--- src/hw/sacd_map.svh ---
// Register offsets, field positions, reset values and timing counts
`ifndef SACD_MAP_SVH
`define SACD_MAP_SVH
`define SACD_OFS_CTRL 3'h0
`define SACD_OFS_RESULT 3'h1
`define SACD_OFS_CLKDIV 3'h2
`define SACD_OFS_PINCTRL 3'h3
`define SACD_OFS_IRQ_ST 3'h4
`define SACD_OFS_IRQ_MSK 3'h5
`define SACD_BIT_TRIG 15
`define SACD_BIT_ONE_SHOT 10
`define SACD_BIT_BUSY 15
`define SACD_BIT_HIDE 14
`define SACD_CHANNEL_TAG_HI 14
`define SACD_CHANNEL_TAG_LO 12
`define SACD_DIV_HI 14
`define SACD_PIN_WR_MASK 16'h773f
`define SACD_RST_16 16'h0000
`define SACD_START_TICKS 5'h03
`define SACD_CONV_TICKS 5'h20
`define SACD_SYS_CLK_KHZ 40000
`define SACD_SAR_MAX_KHZ 2000
`define SACD_DIV_MIN ((`SACD_SYS_CLK_KHZ + `SACD_SAR_MAX_KHZ - 1) / `SACD_SAR_MAX_KHZ - 1)
`define SACD_EVT_DONE 0
`define SACD_EVT_START 1
`endif

--- src/hw/sacd_pkg.sv ---
// Types shared by the converter control block
`default_nettype none
package sacd_pkg;
  typedef enum logic [3:0] {
    SACD_IDLE = 4'h1,
    SACD_START = 4'h2,
    SACD_CONV = 4'h4,
    SACD_HOLD = 4'h8
  } sacd_state_t;
endpackage
`default_nettype wire

--- src/hw/sacd_clk_if.sv ---
// Divisor and divided tick between the control block and its divider
`timescale 1ns/10ps
`default_nettype none
interface sacd_clk_if;
  logic [14:0] divisor;
  logic tick;
  modport ctl_side (output divisor, input tick);
  modport div_side (input divisor, output tick);
endinterface
`default_nettype wire

--- src/hw/sacd_clk_div.sv ---
// Converter clock divider, one enable pulse every divisor+1 cycles
`timescale 1ns/10ps
`default_nettype none
module sacd_clk_div import sacd_pkg::*; (
  // Clock and reset
  input wire logic ref_clk,
  input wire logic reset,
  // Divisor in, tick out
  sacd_clk_if.div_side clk
);
  // Divider state
  typedef struct packed {
    logic [14:0] cnt;
  } sacd_div_st_t;
  sacd_div_st_t st_ff;
  sacd_div_st_t nxt_st;

  // A lowered divisor can leave the count above it, so compare with >=
  assign clk.tick = (st_ff.cnt >= clk.divisor);

  // Count up, restart on each tick
  always_comb begin
    nxt_st = st_ff;
    if (clk.tick) begin
      nxt_st.cnt = 15'h0000;
    end else begin
      nxt_st.cnt = st_ff.cnt + 15'h0001;
    end
  end

  // State register
  always_ff @(posedge ref_clk) begin
    if (reset) begin
      st_ff <= '0;
    end else begin
      st_ff <= nxt_st;
    end
  end

  // A divisor rewritten to zero right after a tick legally ticks again at once
  chk_div_gap: assert property (@(posedge ref_clk) disable iff (reset)
    clk.tick && clk.divisor != 15'h0000 |=> !clk.tick || clk.divisor == 15'h0000)
    else $error("divided tick came twice in a row");
endmodule
`default_nettype wire

--- src/hw/sacd_top.sv ---
// Converter result register, sequencer and clock control
// How it works
// - Busy rises three converter ticks after trigger
// - Bit 15 busy, bits 9-0 the sample
// - Hide-status set forces busy read to zero
// - Bits 14-12 carry the sample's channel
// - Hide-status set forces channel read to zero
// - Converter tick every divisor plus one cycles
// - Pin control bit 14 zeroes result bits 15-12
// - Hide-status clear shows busy and channel
// - Continuous mode repeats while trigger stays set
// - One-shot converts once, needs trigger re-arm
// - Each conversion lasts 32 converter ticks
//
// The register offsets and the strobed register port are this design's own decisions.
`timescale 1ns/10ps
`default_nettype none
`include "sacd_map.svh"
module sacd_top import sacd_pkg::*; (
  // Clock and reset
  input wire logic ref_clk,
  input wire logic reset,
  // Register port
  input wire logic [2:0] reg_addr,
  input wire logic [15:0] reg_wdata,
  input wire logic reg_wr,
  input wire logic reg_rd,
  output logic [15:0] reg_rdata,
  // Interrupt
  output logic irq,
  // Analog core side
  output logic core_tick,
  output logic core_convert,
  output logic [2:0] core_channel,
  output logic [15:0] core_pin_ctrl,
  input wire logic [9:0] core_sample
);

  ////////////////////////////////////////////////////////////////
  // State
  ////////////////////////////////////////////////////////////////

  // All state of the block in one record
  typedef struct packed {
    sacd_state_t state; // Sequencer state
    logic [4:0] cnt; // Converter tick count
    logic trig; // Conversion trigger
    logic one_shot; // One-shot select
    logic [2:0] channel_tag_sel; // Channel to convert next
    logic [2:0] conv_channel_tag; // Channel being converted
    logic busy; // Conversion in progress
    logic [9:0] sample; // Last sample value
    logic [2:0] channel_tag_tag; // Channel of last sample
    logic [14:0] div; // Converter clock divisor
    logic [15:0] pin; // Reference and pin control
    logic [1:0] irq_st; // Sticky events
    logic [1:0] irq_msk; // Event mask
    logic [15:0] rdata; // Read data
  } sacd_st_t;

  sacd_st_t st_ff; // Registered state
  sacd_st_t nxt_st; // Next state
  logic tick; // Converter clock enable
  logic hide; // Hide-status-bits control
  logic too_fast; // Divisor breaks the 2MHz limit
  logic [1:0] evt; // Events raised this cycle
  logic [1:0] clr; // Events cleared this cycle

  sacd_clk_if clk_if ();

  ////////////////////////////////////////////////////////////////
  // Divider
  ////////////////////////////////////////////////////////////////

  // Divider sits apart so its count never mixes with the sequencer
  sacd_clk_div u_div (
    .ref_clk(ref_clk),
    .reset(reset),
    .clk(clk_if.div_side)
  );

  assign clk_if.divisor = st_ff.div;
  assign tick = clk_if.tick;

  ////////////////////////////////////////////////////////////////
  // Helpers
  ////////////////////////////////////////////////////////////////

  // Result word as software sees it
  function automatic logic [15:0] result_word(input sacd_st_t s, input logic h);
    logic [15:0] w;
    w = '0; // Reserved 11-10 stay zero
    w[9:0] = s.sample;
    if (!h) begin
      w[`SACD_BIT_BUSY] = s.busy;
      w[`SACD_CHANNEL_TAG_HI:`SACD_CHANNEL_TAG_LO] = s.channel_tag_tag;
    end
    // Hidden: upper four bits stay 0000 for DMA copies
    return w;
  endfunction

  // Read multiplexer, unmapped offsets read zero
  function automatic logic [15:0] read_mux(input sacd_st_t s, input logic [2:0] a,
                                           input logic h, input logic f);
    logic [15:0] w;
    w = '0;
    unique case (a)
      `SACD_OFS_CTRL: begin
        w[`SACD_BIT_TRIG] = s.trig;
        w[`SACD_CHANNEL_TAG_HI:`SACD_CHANNEL_TAG_LO] = s.channel_tag_sel;
        w[`SACD_BIT_ONE_SHOT] = s.one_shot;
        w[0] = f;
      end
      `SACD_OFS_RESULT: w = result_word(s, h);
      `SACD_OFS_CLKDIV: w[`SACD_DIV_HI:0] = s.div; // Bit 15 zero
      `SACD_OFS_PINCTRL: w = s.pin;
      `SACD_OFS_IRQ_ST: w[1:0] = s.irq_st;
      `SACD_OFS_IRQ_MSK: w[1:0] = s.irq_msk;
      default: w = '0;
    endcase
    return w;
  endfunction

  ////////////////////////////////////////////////////////////////
  // Next state
  ////////////////////////////////////////////////////////////////

  assign hide = st_ff.pin[`SACD_BIT_HIDE];
  // Only flagged; the divisor is software's to keep legal
  assign too_fast = (st_ff.div < 15'(`SACD_DIV_MIN));

  // Sequencer, register writes and events
  always_comb begin
    nxt_st = st_ff;
    evt = 2'h0;
    clr = 2'h0;
    // Read data lives one cycle only
    nxt_st.rdata = reg_rd ? read_mux(st_ff, reg_addr, hide, too_fast) : `SACD_RST_16;
    // Register writes
    if (reg_wr) begin
      unique case (reg_addr)
        `SACD_OFS_CTRL: begin
          nxt_st.trig = reg_wdata[`SACD_BIT_TRIG];
          nxt_st.channel_tag_sel = reg_wdata[`SACD_CHANNEL_TAG_HI:`SACD_CHANNEL_TAG_LO];
          nxt_st.one_shot = reg_wdata[`SACD_BIT_ONE_SHOT];
        end
        `SACD_OFS_CLKDIV: begin
          nxt_st.div = reg_wdata[`SACD_DIV_HI:0]; // Bit 15 dropped
        end
        `SACD_OFS_PINCTRL: begin
          nxt_st.pin = reg_wdata & `SACD_PIN_WR_MASK;
        end
        `SACD_OFS_IRQ_ST: begin
          clr = reg_wdata[1:0];
        end
        `SACD_OFS_IRQ_MSK: begin
          nxt_st.irq_msk = reg_wdata[1:0];
        end
        default: begin
          // Result is read only, others unmapped
        end
      endcase
    end
    // Sequencer
    unique case (st_ff.state)
      SACD_IDLE: begin
        // Wait for the trigger
        if (st_ff.trig) begin
          nxt_st.state = SACD_START;
          // A tick here already follows the trigger, so it is the first of three
          if (tick) begin
            nxt_st.cnt = 5'h01;
          end else begin
            nxt_st.cnt = 5'h00;
          end
        end
      end
      SACD_START: begin
        // Count start-up ticks before raising busy
        if (tick) begin
          if (st_ff.cnt == `SACD_START_TICKS - 5'h01) begin
            nxt_st.state = SACD_CONV;
            nxt_st.cnt = 5'h00;
            nxt_st.busy = 1'b1;
            nxt_st.conv_channel_tag = st_ff.channel_tag_sel;
            evt[`SACD_EVT_START] = 1'b1;
          end else begin
            nxt_st.cnt = st_ff.cnt + 5'h01;
          end
        end
      end
      SACD_CONV: begin
        // Trigger cleared mid-way still finishes the sample
        if (tick) begin
          if (st_ff.cnt == `SACD_CONV_TICKS - 5'h01) begin
            nxt_st.sample = core_sample;
            nxt_st.channel_tag_tag = st_ff.conv_channel_tag;
            nxt_st.busy = 1'b0;
            nxt_st.cnt = 5'h00;
            evt[`SACD_EVT_DONE] = 1'b1;
            if (st_ff.one_shot) begin
              nxt_st.state = SACD_HOLD;
            end else if (st_ff.trig) begin
              nxt_st.state = SACD_START;
            end else begin
              nxt_st.state = SACD_IDLE;
            end
          end else begin
            nxt_st.cnt = st_ff.cnt + 5'h01;
          end
        end
      end
      SACD_HOLD: begin
        // One-shot: trigger must drop before another sample
        if (!st_ff.trig) begin
          nxt_st.state = SACD_IDLE;
        end
      end
      default: begin
        nxt_st.state = SACD_IDLE;
      end
    endcase
    // Set wins over a clear in the same cycle
    nxt_st.irq_st = (st_ff.irq_st & ~clr) | evt;
  end

  ////////////////////////////////////////////////////////////////
  // Registers
  ////////////////////////////////////////////////////////////////

  // Single state register
  always_ff @(posedge ref_clk) begin
    if (reset) begin
      st_ff <= '0;
      st_ff.state <= SACD_IDLE;
    end else begin
      st_ff <= nxt_st;
    end
  end

  ////////////////////////////////////////////////////////////////
  // Outputs
  ////////////////////////////////////////////////////////////////

  assign reg_rdata = st_ff.rdata;
  assign irq = |(st_ff.irq_st & st_ff.irq_msk);
  assign core_tick = tick;
  assign core_convert = st_ff.busy;
  assign core_channel = st_ff.conv_channel_tag;
  assign core_pin_ctrl = st_ff.pin;

  ////////////////////////////////////////////////////////////////
  // Checks
  ////////////////////////////////////////////////////////////////

  logic rd_res_q; // Result read last cycle
  logic hide_q; // Hide control at that read
  always_ff @(posedge ref_clk) begin
    if (reset) begin
      rd_res_q <= 1'b0;
      hide_q <= 1'b0;
    end else begin
      rd_res_q <= reg_rd && reg_addr == `SACD_OFS_RESULT;
      hide_q <= hide;
    end
  end

  chk_busy_three_ticks: assert property (@(posedge ref_clk) disable iff (reset)
    $rose(st_ff.busy) |-> $past(tick) && $past(st_ff.cnt) == `SACD_START_TICKS - 5'h01
      && $past(st_ff.state) == SACD_START)
    else $error("busy rose without three start ticks");

  chk_hidden_busy: assert property (@(posedge ref_clk) disable iff (reset)
    rd_res_q && hide_q |-> reg_rdata[15] == 1'b0)
    else $error("busy visible while hidden");

  chk_hidden_channel_tag: assert property (@(posedge ref_clk) disable iff (reset)
    rd_res_q && hide_q |-> reg_rdata[14:12] == 3'h0)
    else $error("channel visible while hidden");

  chk_shown_status: assert property (@(posedge ref_clk) disable iff (reset)
    rd_res_q && !hide_q |-> reg_rdata[15:12] == {$past(st_ff.busy), $past(st_ff.channel_tag_tag)})
    else $error("status bits wrong while shown");

  chk_reserved_zero: assert property (@(posedge ref_clk) disable iff (reset)
    rd_res_q |-> reg_rdata[11:10] == 2'h0 && reg_rdata[9:0] == $past(st_ff.sample))
    else $error("result reserved bits or sample wrong");

  chk_conv_length: assert property (@(posedge ref_clk) disable iff (reset)
    st_ff.state == SACD_CONV && tick && st_ff.cnt == `SACD_CONV_TICKS - 5'h01
      |=> !st_ff.busy && st_ff.irq_st[0])
    else $error("conversion did not end on tick 32");

  chk_oneshot_holds: assert property (@(posedge ref_clk) disable iff (reset)
    st_ff.state == SACD_HOLD && st_ff.trig && !(reg_wr && reg_addr == `SACD_OFS_CTRL)
      |=> st_ff.state == SACD_HOLD && !st_ff.busy)
    else $error("one-shot restarted without re-arm");

  chk_continuous: assert property (@(posedge ref_clk) disable iff (reset)
    $fell(st_ff.busy) && $past(st_ff.trig) && !$past(st_ff.one_shot)
      |-> st_ff.state == SACD_START)
    else $error("continuous mode stopped");

  chk_sample_tag: assert property (@(posedge ref_clk) disable iff (reset)
    $fell(st_ff.busy) |-> st_ff.channel_tag_tag == $past(st_ff.conv_channel_tag)
      && st_ff.sample == $past(core_sample))
    else $error("sample and tag not updated with busy");

  // Sequencer and register checks; these watch state that the
  // result-word checks above never reach

  // A tick beside the registered trigger must count toward the three
  chk_first_tick: assert property (@(posedge ref_clk) disable iff (reset)
    st_ff.state == SACD_IDLE && st_ff.trig && tick
      |=> st_ff.state == SACD_START && st_ff.cnt == 5'h01)
    else $error("tick beside the trigger not counted");

  // Busy is high exactly while the sequencer converts
  chk_busy_in_conv: assert property (@(posedge ref_clk) disable iff (reset)
    st_ff.busy == (st_ff.state == SACD_CONV))
    else $error("busy flag out of step with the sequencer");

  // The core must see the channel picked when busy rose
  chk_channel_tag_latch: assert property (@(posedge ref_clk) disable iff (reset)
    $rose(st_ff.busy) |-> core_channel == $past(st_ff.channel_tag_sel))
    else $error("converted channel not taken at start");

  // Clearing the trigger re-arms a finished one-shot
  chk_hold_release: assert property (@(posedge ref_clk) disable iff (reset)
    st_ff.state == SACD_HOLD && !st_ff.trig
      |=> st_ff.state == SACD_IDLE && !st_ff.busy)
    else $error("one-shot did not release after trigger cleared");

  // Divider word: reserved top bit reads zero beside the stored divisor
  chk_div_reserved: assert property (@(posedge ref_clk) disable iff (reset)
    reg_rd && reg_addr == `SACD_OFS_CLKDIV
      |=> reg_rdata[15] == 1'b0 && reg_rdata[`SACD_DIV_HI:0] == $past(st_ff.div))
    else $error("divider read shows reserved bit or wrong divisor");

  cov_done: cover property (@(posedge ref_clk) $fell(st_ff.busy));
  cov_hidden_read: cover property (@(posedge ref_clk) rd_res_q && hide_q);
  cov_hold: cover property (@(posedge ref_clk) st_ff.state == SACD_HOLD);
  cov_irq: cover property (@(posedge ref_clk) $rose(irq));
  cov_restart: cover property (@(posedge ref_clk) st_ff.state == SACD_CONV ##1 st_ff.state == SACD_START);
endmodule
`default_nettype wire

--- config.mk ---
export PLATFORM = sky130hd
export DESIGN_NAME = sacd_top
export DESIGN_NICKNAME = d
export VERILOG_FILES = /design/src/hw/sacd_pkg.sv /design/src/hw/sacd_clk_if.sv /design/src/hw/sacd_clk_div.sv /design/src/hw/sacd_top.sv
export VERILOG_INCLUDE_DIRS = /design/src /design/src/hw
export SDC_FILE = /design/constraint.sdc
export NUM_CORES = 1
export LEC_CHECK = 0
export BUFFER_PORTS_ARGS = -buffer_cell sky130_fd_sc_hd__clkbuf_2
export CORE_MARGIN = 5
export CORE_UTILIZATION = 61
export DETAILED_ROUTE_END_ITERATION = 7
export PLACE_DENSITY = 0.94
export SETUP_SLACK_MARGIN = 0.05
export SLEW_MARGIN = 10
export SYNTH_ARGS = -nofsm -noshare
export SYNTH_HDL_FRONTEND = slang
export SYNTH_SLANG_ARGS = --single-unit
--- constraint.sdc ---
create_clock -name ref_clk -period 3.46 [get_ports ref_clk]
set_clock_uncertainty 0.15 [all_clocks]
set_input_delay 0 -clock ref_clk [delete_from_list [all_inputs] [get_ports ref_clk]]
set_output_delay 0 -clock ref_clk [all_outputs]
set_load 0.02 [all_outputs]
Word-level counts from Yosys, hierarchy flattened
Cells that the tools add are included.
{ "word_totals": {"word_cells": 92, "memories": 0, "ramBits": 0, "in_bits": 33, "latchBits": 0, "ff_bits": 93, "rom_bits": 0, "out_inout_bits": 38} }
{ "op_classes": {"magnitude_cmp": 2, "n_shift": 0, "mux": 33, "eq_ne": 17, "reduce_logical": 16, "addsub": 2, "bitwise": 6, "n_mul": 0, "div_mod_pow": 0} }
{ "ops": {"columns": ["op", "count"], "rows": [
  ["$mux 14", 2],
  ["$mux 9", 3],
  ["$pmux 8 s3", 1],
  ["$mux 4", 5],
  ["$pmux 4 s4", 1],
  ["$add 15x1->15 const B", 1],
  ["$ge 15x15->1", 1],
  ["$lt 15x5->1 const B", 1],
  ["$pmux 5 s3", 1],
  ["$ne 2x2->1 const B", 6],
  ["$pmux 3 s4", 1],
  ["$mux 5", 2],
  ["$mux 1", 9],
  ["$reduce_and 2->1", 4],
  ["$eq 3x2->1 const B", 2],
  ["$eq 3x3->1 const B", 2],
  ["$mux 2", 3],
  ["$pmux 1 s6", 1],
  ["$reduce_and 3->1", 2],
  ["$reduce_and 6->1", 1],
  ["$reduce_or 2->1", 3],
  ["$add 5x1->5 const B", 1],
  ["$eq 5x2->1 const B", 1],
  ["$eq 5x5->1 const B", 1],
  ["18 further kinds", 21]
]} }

Longest topological paths before layout
Gate-level depths: netlist (run 1).
{ "depth": {"depth_word": 6, "mapped_depth": 9, "ltp_nobuf": 8} }

Modules after synthesis
A second synthesis (run 1) with hierarchy kept.
{ "hier_totals": {"cells_unflattened": 553, "area_unflattened_um2": 4936.0} }
{ "modules_own_cells": {"columns": ["module", "instances", "seq_area_each_um2", "area_each_um2", "cells_per_inst"], "rows": [
  ["sacd_top", 1, 1561.5, 3738.6, 427],
  ["sacd_clk_div", 1, 300.3, 1197.4, 126]
]} }

Worst setup path before layout (run 1)
Ideal clock, no wire load.
{ "synth_timing": {"path_type": "reg2reg", "from": "register st_ff (netlist bit clk_if.divisor[8])", "to": "register st_ff[19] in the netlist's numbering", "required_ns": 3.195, "stages_incl_launch_ff": 10, "arrival_ns": 2.087, "n_path_buf": 1, "setup_time_ns": 0.115, "synth_period_minus_slack_ns": 2.352, "setup_slack_ns": 1.108, "cell_sequence": "dfxtp_1 > inv_1 > ha_1 > a21o_1 > a221o_1 > a211oi_2 > o21ai_2 > and3_1 > clkbuf_1 > o21a_1"} }
{ "synth_via": {"elab_chain_len": 4} }
{ "synth_rtl": {"columns": ["element", "line_no", "text"], "rows": [
  ["start, declared", "sacd_top.sv:61", "sacd_st_t st_ff;"],
  ["start signal, assigned", "sacd_top.sv:237", "st_ff <= nxt_st;"],
  ["$ge 15x15->1", "sacd_clk_div.sv:19", "assign clk.tick = (st_ff.cnt >= clk.divisor);"],
  ["via core_tick", "sacd_top.sv:32", "output logic core_tick,"],
  ["$mux 1", "sacd_top.sv:180", "if (tick) begin"],
  ["$mux 1", "sacd_top.sv:165", "unique case (st_ff.state)"],
  ["$or 2x2->2", "sacd_top.sv:224", "nxt_st.irq_st = (st_ff.irq_st & ~clr) | evt;"]
]} }
The timed path passes the listed nets, and every way through them passes these cells.
A chain may end at the register's enable or synchronous reset.

Worst setup path after layout (run 1)
{ "layout_timing": {"from": "register st_ff (netlist bit clk_if.divisor[2])", "to": "register st_ff[61] in the netlist's numbering"} }
{ "layout_via": {"elab_chain_len": 2} }
{ "layout_rtl": {"columns": ["element", "line_no"], "rows": [
  ["$ge 15x15->1", "sacd_clk_div.sv:19"],
  ["$reduce_and 3->1 (no line)", null]
]} }
No other way between the ends.

==> results of run 1 <==
==> area by class of cell <==
cell class                      count  area share, %
Multi-Input combinational cell    395          44.39
Sequential cell                    93          34.55
Timing Repair Buffer              101          12.54
Tap cell                          102          2.368
Clock buffer                        9          2.299
Clock inverter                      7          2.252
Inverter                           23          1.602
==> sequential cells by signal, summed over array words and instances (netlist names) <==
name	cells
core_channel	3
clk_if.divisor	15
st_ff	31
core_convert	1
u_div.st_ff	15
reg_rdata	16
core_pin_ctrl	12
==> cells by family after synthesis <==
family | count (synthesis)
DFF | 93
other | 1
muxes | 37
AOI/OAI and AO/OA | 91
xor gates and xnor gates | 14
and+or+nand+nor | 227
adders and majority gates | 22
buffers and inverters | 83
==> cells in the mapped netlist (3+ instances only) <==
cell type / instances
xor2_1: 5
buf_2: 8
a31oi_1: 3
nand3_1: 17
buf_4: 35
mux2i_1: 34
nor2_1: 65
nor4_1: 4
o22ai_1: 3
ha_1: 22
nand2_1: 102
nor2b_1: 6
a211oi_1: 4
clkbuf_1: 15
and3_1: 8
nand4_1: 3
a21oi_1: 48
nor3_1: 4
a221oi_1: 3
xnor2_1: 9
inv_1: 22
o21ai_0: 11
dfxtp_1: 93
==> timing repair <==
action,CTS,global route
setup endpoints to repair,0,0
buffers inserted,0,0
gates resized for setup,0,0
hold buffers,33,0
endpoints found under the hold margin,57,0
==> power groups by stage <==
| stage | sequential [uW] | combinational, uW | clock, uW |
|---|---|---|---|
| floorplan | 1140 | 223 | 0 |
| global placement | 1160 | 253 | 0 |
| detailed placement | 1160 | 264 | 0 |
| CTS | 1140 | 295 | 890 |
| global route | 1150 | 334 | 933 |
| finish | 1140 | 301 | 888 |
==> worst max-delay path, cell delays in order (launching register included) <==
cell and delay (ps):
dfxtp_1 390, inv_1 100, ha_1 310, nand2_1 60, o21ai_0 180, a21oi_1 150, o21ai_2 390, and3_4 410
mux2i_1 230
==> how the worst min path moves through the flow <==
stage	start	endpoint	slack, ps	cells after the start
2_1_floorplan	reg_wdata[1]	core_pin_ctrl[1]$_SDFFE_PP0P_	-10	2
3_3_place_gp	reg_wdata[15]	st_ff[72]$_SDFFE_PP0P_	80	3
3_5_place_dp	reg_wdata[15]	st_ff[72]$_SDFFE_PP0P_	90	3
4_1_cts	reg_addr[0]	reg_rdata[14]$_SDFF_PP0_	210	3
5_1_grt	core_sample[9]	st_ff[63]$_SDFFE_PP0P_	270	4
6_report	reg_addr[0]	reg_rdata[14]$_SDFF_PP0_	240	3
==> per-stage QoR <==
stage               cell area [um2]  hold slack [ps]  std cells
finish                         5389            238.8        730
detailed placement             4813            93.85        681
floorplan                      4715           -14.03        571
global route                   5389            265.2        730
global placement               4813            80.74        681
CTS                            5389            211.7        730
==> layer usage <==
metal / wire length (um) / up-vias / GRT usage [%]
met3: 1147 / 35 / 7.143
met2: 5972 / 215 / 43.44
met4: 361 / 0 / 11.18
met1: 4524 / 1943 / 29.97
met5: 0 / - / 0
li1: - / 1993 / -
==> summary.md, run 1 <==
| Metric | Value |
|---|---|
| Status | finished, violations left |
| Failing checks | design-rule violations |
| Initial Util | 61.83% |
| Initial antenna violation count | 0 |
| Iter 0 DRT Violations | 436 |
| Overall die height | 97.81 um |
| Yosys top cell area share | 39.58% |
| Diodes inserted | 0 |
| Final hold viol count | 0 |
| Reg2reg start | clk_if.divisor[2]$_SDFFE_PP0P_ |
| Reg2reg end | st_ff[61]$_SDFFE_PP0P_ |
| Leakage power | 0.002154 uW |
| Final Cycle Share | 70.97% |
| Slew headroom | 46.80% |
| Power density over cell area | 432.3 nW/um2 |
| Synth area leaders | dfxtp_1 (40%), nand2_1 (8.1%), mux2i_1 (7.2%) |
| Critical Path Start | clk_if.divisor[2]$_SDFFE_PP0P_ |
| Setup TNS | 0 ps |
| Kind of critical path | flip-flop to flip-flop |
| PnR worst setup slack | 1004 ps |
| Mux share of post-synthesis cell area | 8.433% |
| Die ar. | 9567 um2 |
| Routed length per instance | 16.45 um |
| Fill count | 540 |
| Share of cells above drive strength 1 | 15.76% |
| Vias per cell | 5.734 |
| FFs w/ async S/R, synth | 0% |
| Drt drc | 1 |
| Layout area overhead | 14.58% |
| Commonest non-fill, non-tap cell in the layout | nand2_1 |
| Pin count of the biggest net entering global routing | 37 |
| Yosys reg bits | 93 |
| Sw Pwr | 622.2 uW |
| Ys Warns | 0 |
| Crit path max fanout | 11 |
| Area occupied by multi-input gates | 2392 um2 |
| CP endpoint kind | flip-flop |
| Final WL | 12010 um |
| Largest vdd supply drop | 0.2796 mV |
| Sequential power share | 49.0% |
| Core area | 7607 um2 |
| Clock Root Buffer | clkbuf_8 |
| R2r setup slk | 1000 ps |
| Critical Path AT | 2610 ps |
| Cell Area, Synth | 4703 um2 |
| Worst Hold Class | input pin to flip-flop |
| # rows | 32 |
| Cell taking the most area after synthesis | dfxtp_1 |
| Reg area | 1862 um2 |
| IO Port Bufs | 66 |
| ANT nets after route | 0 |
| Comb power frac | 12.9% |
| GR Overflow Total | 0 |
| Via count | 4186 |
| Post-layout nets | 678 |
| I/O pins | 71 |
| Synth Instances | 568 |
| Most frequent cells in the layout | nand2_1 (102), dfxtp_1 (93), clkbuf_2 (66), nor2_1 (65), a21oi_1 (48) |
| Number of flops mapped to enable cells by yosys | 0 |
| Setup crit start kind | flip-flop |
| Reg2reg path depth | 8 |
| CTS tree | yes |
| Max-cap check violation count | 0 |
| Final Util | 70.84% |
| Count of final setup violators | 0 |
| Register clock-pin slew on the reported worst setup and hold paths | 100 ps |
| Power share of the clock group | 38.1% |
| CTS max path bufs | 2 |
| Total Power | 2330 uW |
| Slew @ Worst Pin | 785.5 ps |
| Tmin final | 2456 ps |
| Req. time, crit path | 3610 ps |
| Pre-CTS setup slack | 1072 ps |
| Fin. max-slew vios | 0 |
| DR pass1 iterations | 8 |
| Internal power | 1708 uW |
| DP Wirelength | 8147 um |
| Simple-gate share of the synthesized area | 22.08% |
| First-pass GRT wire length | 20000 um |
| Htree depth | 3 |
| Largest family of logic cells by synthesized area | simple AND/OR/NAND/NOR gates |
| Vias in the first global route | 4163 |
| Inserted Clock Buffers | 9 |
| Synth cell types | 60 |
| Die W | 97.81 um |
| Sequential share of the synthesized area | 39.58% |
| Sink Count | 93 |
| Synth Area in Adders | 5.853% |
| Routability cong. | 0.9045 |
| Post-synth top flop | dfxtp_1 |
| RSZ-0062 raised after global routing | no |
| All-Layer GR Usage | 25.49% |
| Worst-Skew Late Latency | 370 ps |
| Syn_area_per_cell | 8.280 um2 |
| Crit path to | st_ff[61]$_SDFFE_PP0P_ |
| Fmax | 407.2 MHz |
| Switching share of power | 26.71% |
| Post-Synth XOR/XNOR Area | 2.607% |
| Synth Area in Compound Gates | 11.57% |
No activity file was read; power rests on OpenSTA's default activity.
==> run 2, diff against run 1 <==
Settings changed: CORE_UTILIZATION 61 to 51, PLACE_DENSITY 0.94 to 0.85.
Clock period 3.46 ns to 2 ns, I/O delays scaled along.
==> run 2 against run 1 <==
  * The run ends with negative setup slack left
  * Final cell count grew 8.6%
  * Global-route usage shrank 1.1 points
  * Highest routed layer is now met5
  * Design area grew 11%
  * Utilization shrank 4.9 points
  * Sequential power grew 71%
  * Via count grew 9.7%
  * Critical path depth grew 1
  * Register-to-register slack lost 1400 ps
==> summary.md, run 2 (synthesis gave the netlist of run 1 again) <==
| Metric | Value |
|---|---|
| All-Layer GR Usage | 24.40% |
| Initial Util | 51.63% |
| Register clock-pin slew on the reported worst setup and hold paths | 90 ps |
| Slew headroom | 59.24% |
| PnR worst setup slack | -383.2 ps |
| Setup TNS | -12910 ps |
| Setup crit start kind | flip-flop |
| Slew @ Worst Pin | 605.0 ps |
| Placed cell area | 5213 um2 |
| Count of final setup violators | 44 |
| Power density over cell area | 658.1 nW/um2 |
| Hold endpoint | reg_rdata[0]$_SDFF_PP0_ |
| Diodes inserted | 0 |
| CTS max path bufs | 2 |
| Pin count of the biggest net entering global routing | 38 |
| Routability cong. | 0.8808 |
| Vias per cell | 5.789 |
| Initial antenna violation count | 1 |
| Reg2reg start | clk_if.divisor[9]$_SDFFE_PP0P_ |
| Worst-Skew Late Latency | 360 ps |
| Final hold viol count | 0 |
| Worst hold path cell count | 4 |
| Final WL | 14030 um |
| Most frequent cells in the layout | nand2_1 (101), dfxtp_1 (82), clkbuf_2 (65), buf_4 (55), nor2_1 (53) |
| RSZ-0062 raised after global routing | yes |
| Inserted Clock Buffers | 9 |
| CP endpoint kind | output pin |
| Final Cycle Share | 119.2% |
| Overall die height | 106.0 um |
| Worst Hold Class | input pin to flip-flop |
| Die ar. | 11240 um2 |
| Largest vdd supply drop | 0.5165 mV |
| # rows | 35 |
| Clock Root Buffer | clkbuf_8 |
| DR pass1 iterations | 6 |
| Htree depth | 3 |
| Fin cells | 793 |
| Worst Min Path Start | reg_addr[0] |
| First-pass GRT wire length | 22070 um |
| GR Overflow Total | 0 |
| Drt drc | 0 |
| Reg2reg path depth | 10 |
| Fmax | 419.6 MHz |
| WHS | 109.7 ps |
| Max reg flops | 31 |
| R2r setup slk | -380 ps |
| Dpl cells | 739 |
| Vias in the first global route | 4651 |
| Critical Path AT | 2230 ps |
| Via count | 4591 |
| Fin. max-slew vios | 0 |
| Max-cap check violation count | 0 |
| Failing checks | negative setup slack |
| Die W | 106.0 um |
| Commonest non-fill, non-tap cell in the layout | nand2_1 |
| Core area | 9109 um2 |
| IO Port Bufs | 66 |
| Req. time, crit path | 1850 ps |
| Iter 0 DRT Violations | 364 |
| Crit path max fanout | 2 |
| I/O pins | 71 |
| DP Wirelength | 8978 um |
| Share of cells above drive strength 1 | 29.77% |
| Kind of critical path | flip-flop to output pin |
| Layout area overhead | 27.61% |
| Post-layout nets | 733 |
| CTS tree | yes |
| Reg2reg end | u_div.st_ff[0]$_SDFF_PP0_ |
| Post-route cell area | 6002 um2 |
| Leakage power | 0.002447 uW |
| Tmin final | 2383 ps |
| ANT nets after route | 0 |
| Routed length per instance | 17.69 um |
| Status | finished, violations left |
| Final Util | 65.89% |
| Largest register by flop count | st_ff |
| Sink Count | 93 |
## run 2: changes by cell type in the layout (fill, tap and decap cells not counted), moves of 3 or more
cell,before,now
o21ai_0,11,7
inv_1,22,16
nand3_1,17,14
inv_2,1,7
o21ai_1,2,5
dfxtp_2,0,11
dfxtp_1,93,82
buf_4,2,55
nor2_2,0,11
nor2_1,65,53
ha_1,22,16
ha_4,0,6
## run 2: metrics by stage
stage	total power (uW)	setup WS (ps)
after floorplan	2380	-263.2
after global placement	2554	-163.2
after detailed placement	2582	-313.5
after CTS	3911	-420.2
after global routing	4104	-420.3
final	3950	-383.2
## run 2: worst max path at each step
stage	from	to	slack, ps	cells past startpoint
finish	clk_if.divisor[9]$_SDFFE_PP0P_	core_tick	-380	9
global route	clk_if.divisor[9]$_SDFFE_PP0P_	u_div.st_ff[0]$_SDFF_PP0_	-420	10
detailed placement	clk_if.divisor[9]$_SDFFE_PP0P_	u_div.st_ff[4]$_SDFF_PP0_	-310	9
floorplan	clk_if.divisor[10]$_SDFFE_PP0P_	st_ff[19]$_SDFF_PP0_	-260	9
CTS	u_div.st_ff[8]$_SDFF_PP0_	core_tick	-420	8
global placement	clk_if.divisor[10]$_SDFFE_PP0P_	u_div.st_ff[10]$_SDFF_PP0_	-160	9
## run 2: timing repair
item / in CTS / in global routing
endpoints found under the setup margin: 44 / 60
hold buffers: 31 / 0
gates cloned: 2 / 0
setup buffers: 5 / 1
endpoints found under the hold margin: 59 / 0
gates resized for setup: 39 / 21
pin swaps: 7 / 5
## run 2: per-layer routing
metal / part of all wire, % / global-route usage (%) / up-vias
met1: 38 / 27.51 / 2138
li1: - / - / 2109
met4: 4.8 / 11.66 / 2
met5: 0.19 / 0 / -
met2: 49 / 43.58 / 270
met3: 8.0 / 5.343 / 72
## run 2: area by class of cell
class                   count  area (um2)
fillers                   671        3107
multi-input cells         397        2625
flip-flops and latches     93        1876
repair buffers            154        1086
clock buffers              11       141.4
well taps                 111       138.9
inverters                  23       86.33
clock inverters             4       48.80
## run 2: where the power goes
group	switching, uW	internal [uW]
sequential	52.9	1890
clock	631	604
combinational	411	358
total	1090	2860
## run 2: critical path: stages, from the launching register on
cell and delay [ps]:
dfxtp_2 350, inv_2 50, ha_4 210, and2_4 160, a221o_1 380, a211oi_2 280, o21ai_4 100, buf_6 130
buf_6 110, buf_8 120
==> run 3, diff against run 2 <==
Settings changed: CORE_UTILIZATION 51 to 57, PLACE_DENSITY 0.85 to 0.89.
Clock period 2 ns to 2.72 ns, I/O delays scaled along.
==> run 3 against run 2 <==
  * The flow now finishes without violations
  * Utilization is 0.057 points lower
  * Routed wire length decreased by 16%
  * Setup slack better by 660 ps
  * Die area is 9.6% lower
  * Largest cell class unchanged
  * Sequential power shrank 26%
  * Hold slack got worse by 92 ps
  * Final cell count down 7.6%
  * Critical path depth decreased by 1
  * Sequential share of layout area increased by 3.5 points
  * Register-to-register slack better by 660 ps
  * Design area down 11%
  * Global-route usage down 0.41 points
==> summary.md, run 3 (synthesis gave the netlist of run 1 again) <==
| Metric | Value |
|---|---|
| Routability cong. | 0.9217 |
| First-pass GRT wire length | 19520 um |
| Core area | 8134 um2 |
| DP Wirelength | 8290 um |
| Max reg flops | 31 |
| Initial antenna violation count | 0 |
| Overall die height | 100.8 um |
| Clock Root Buffer | clkbuf_8 |
| IO Port Bufs | 66 |
| Reg2reg path depth | 8 |
| Sink Count | 93 |
| Via count | 4234 |
| Count of final setup violators | 0 |
| Crit path max fanout | 10 |
| Slew headroom | 39.97% |
| WP depth | 8 |
| Drt drc | 0 |
| Most frequent cells in the layout | nand2_1 (102), dfxtp_1 (93), clkbuf_2 (66), nor2_1 (65), a21oi_1 (48) |
| # rows | 33 |
| Vias in the first global route | 4212 |
| Req. time, crit path | 2860 ps |
| Fmax | 409.7 MHz |
| Total Power | 2818 uW |
| Final Util | 65.84% |
| Die ar. | 10170 um2 |
| GR Overflow Total | 0 |
| Routed length per instance | 16.03 um |
| Htree depth | 3 |
| Area occupied by multi-input gates | 2392 um2 |
| Tmin final | 2441 ps |
| CP Cell Sequence | inv_1 > ha_1 > a21o_1 > a221o_1 > a211oi_2 > o21ai_2 > nand3_1 > mux2i_1 |
| Vias per cell | 5.776 |
| Critical Path AT | 2580 ps |
| Inserted Clock Buffers | 9 |
| Largest vdd supply drop | 0.3748 mV |
| Power density over cell area | 526.3 nW/um2 |
| ANT nets after route | 0 |
| Fin. max-slew vios | 0 |
| CTS max path bufs | 2 |
| Worst hold path cell count | 2 |
| Share of cells above drive strength 1 | 15.76% |
| Slowest-stage cell, CP | dfxtp_1 |
| Diodes inserted | 0 |
| CTS tree | yes |
| Leakage power | 0.002138 uW |
| Die W | 100.8 um |
| RSZ-0062 raised after global routing | no |
| Status | complete, no violations |
| WHS | 17.91 ps |
| Post-cts resize count | 0 |
| Worst-Skew Late Latency | 360 ps |
| All-Layer GR Usage | 24.00% |
| Setup TNS | 0 ps |
| Slew @ Worst Pin | 886.4 ps |
| Largest register by flop count | st_ff |
| CP endpoint kind | flip-flop |
| Kind of critical path | flip-flop to flip-flop |
| Crit path max-delay family | compound AO/OA/AOI/OAI gates |
| DR pass1 iterations | 5 |
| Max-cap check violation count | 0 |
| Commonest non-fill, non-tap cell in the layout | nand2_1 |
| Iter 0 DRT Violations | 261 |
| Fill count | 620 |
| Register clock-pin slew on the reported worst setup and hold paths | 90 ps |
| Final hold viol count | 0 |
| Post-layout nets | 679 |
| Setup crit start kind | flip-flop |
| Initial Util | 57.82% |
| Worst Hold Class | input pin to flip-flop |
| Dpl cells | 687 |
| Pin count of the biggest net entering global routing | 37 |
| Fin cells | 733 |
| Reg area | 1862 um2 |
| I/O pins | 71 |
| Final WL | 11750 um |
| CP max stage delay | 390 ps |
| CP Buf/Inv Count | 1 |
| Layout area overhead | 13.86% |
| Final Cycle Share | 89.74% |
==> run 3: worst register-to-register path, cell delays in order, from the launching register on <==
cell and delay (ps):
dfxtp_1 390, inv_1 70, ha_1 310, a21o_1 160
a221o_1 360, a211oi_2 250, o21ai_2 170, nand3_1 290
mux2i_1 230
==> run 3: path summary, 6_finish.rpt <==
kind	startpoint	endpoint	slack [ps]
min	reset	st_ff[72]$_SDFFE_PP0P_	20
max reg2reg	clk_if.divisor[8]$_SDFFE_PP0P_	st_ff[53]$_SDFFE_PP0P_	280
max	clk_if.divisor[8]$_SDFFE_PP0P_	st_ff[53]$_SDFFE_PP0P_	280
min reg2reg	st_ff[62]$_SDFFE_PP0P_	st_ff[62]$_SDFFE_PP0P_	320
==> run 3: report_power, final <==
part           total, uW  switching (uW)  internal (uW)
combinational        382             215            166
sequential          1450            60.1           1390
clock                986             472            514
==> run 3: through the flow <==
stage	worst slack (ps)	instance area [um2]
after global placement	421.5	4840
after global routing	161.1	5355
after CTS	282.8	5355
final	279.1	5355
after floorplan	368.4	4715
after detailed placement	310.3	4840
==> run 3: layout make-up <==
class,instances,share of cell area (%)
clock buffers,11,2.453
clock inverters,4,1.379
flip-flops and latches,93,34.77
multi-input cells,395,44.67
inverters,23,1.612
well taps,105,2.453
repair buffers,102,12.66
==> run 3: repair_timing <==
item	4_1_cts	5_1_grt
hold buffers	31	0
endpoints found under the hold margin	52	0
buffers inserted	0	0
==> run 3: routing by layer <==
metal  vias to the layer above  global-route usage, %  part of all wire [%]
li1                       1993                      -                     -
met1                      2003                  28.23                    39
met2                       205                  42.23                    50
met3                        33                  6.021                   8.7
met4                         0                  8.290                   2.3
met5                         -                      0                     0
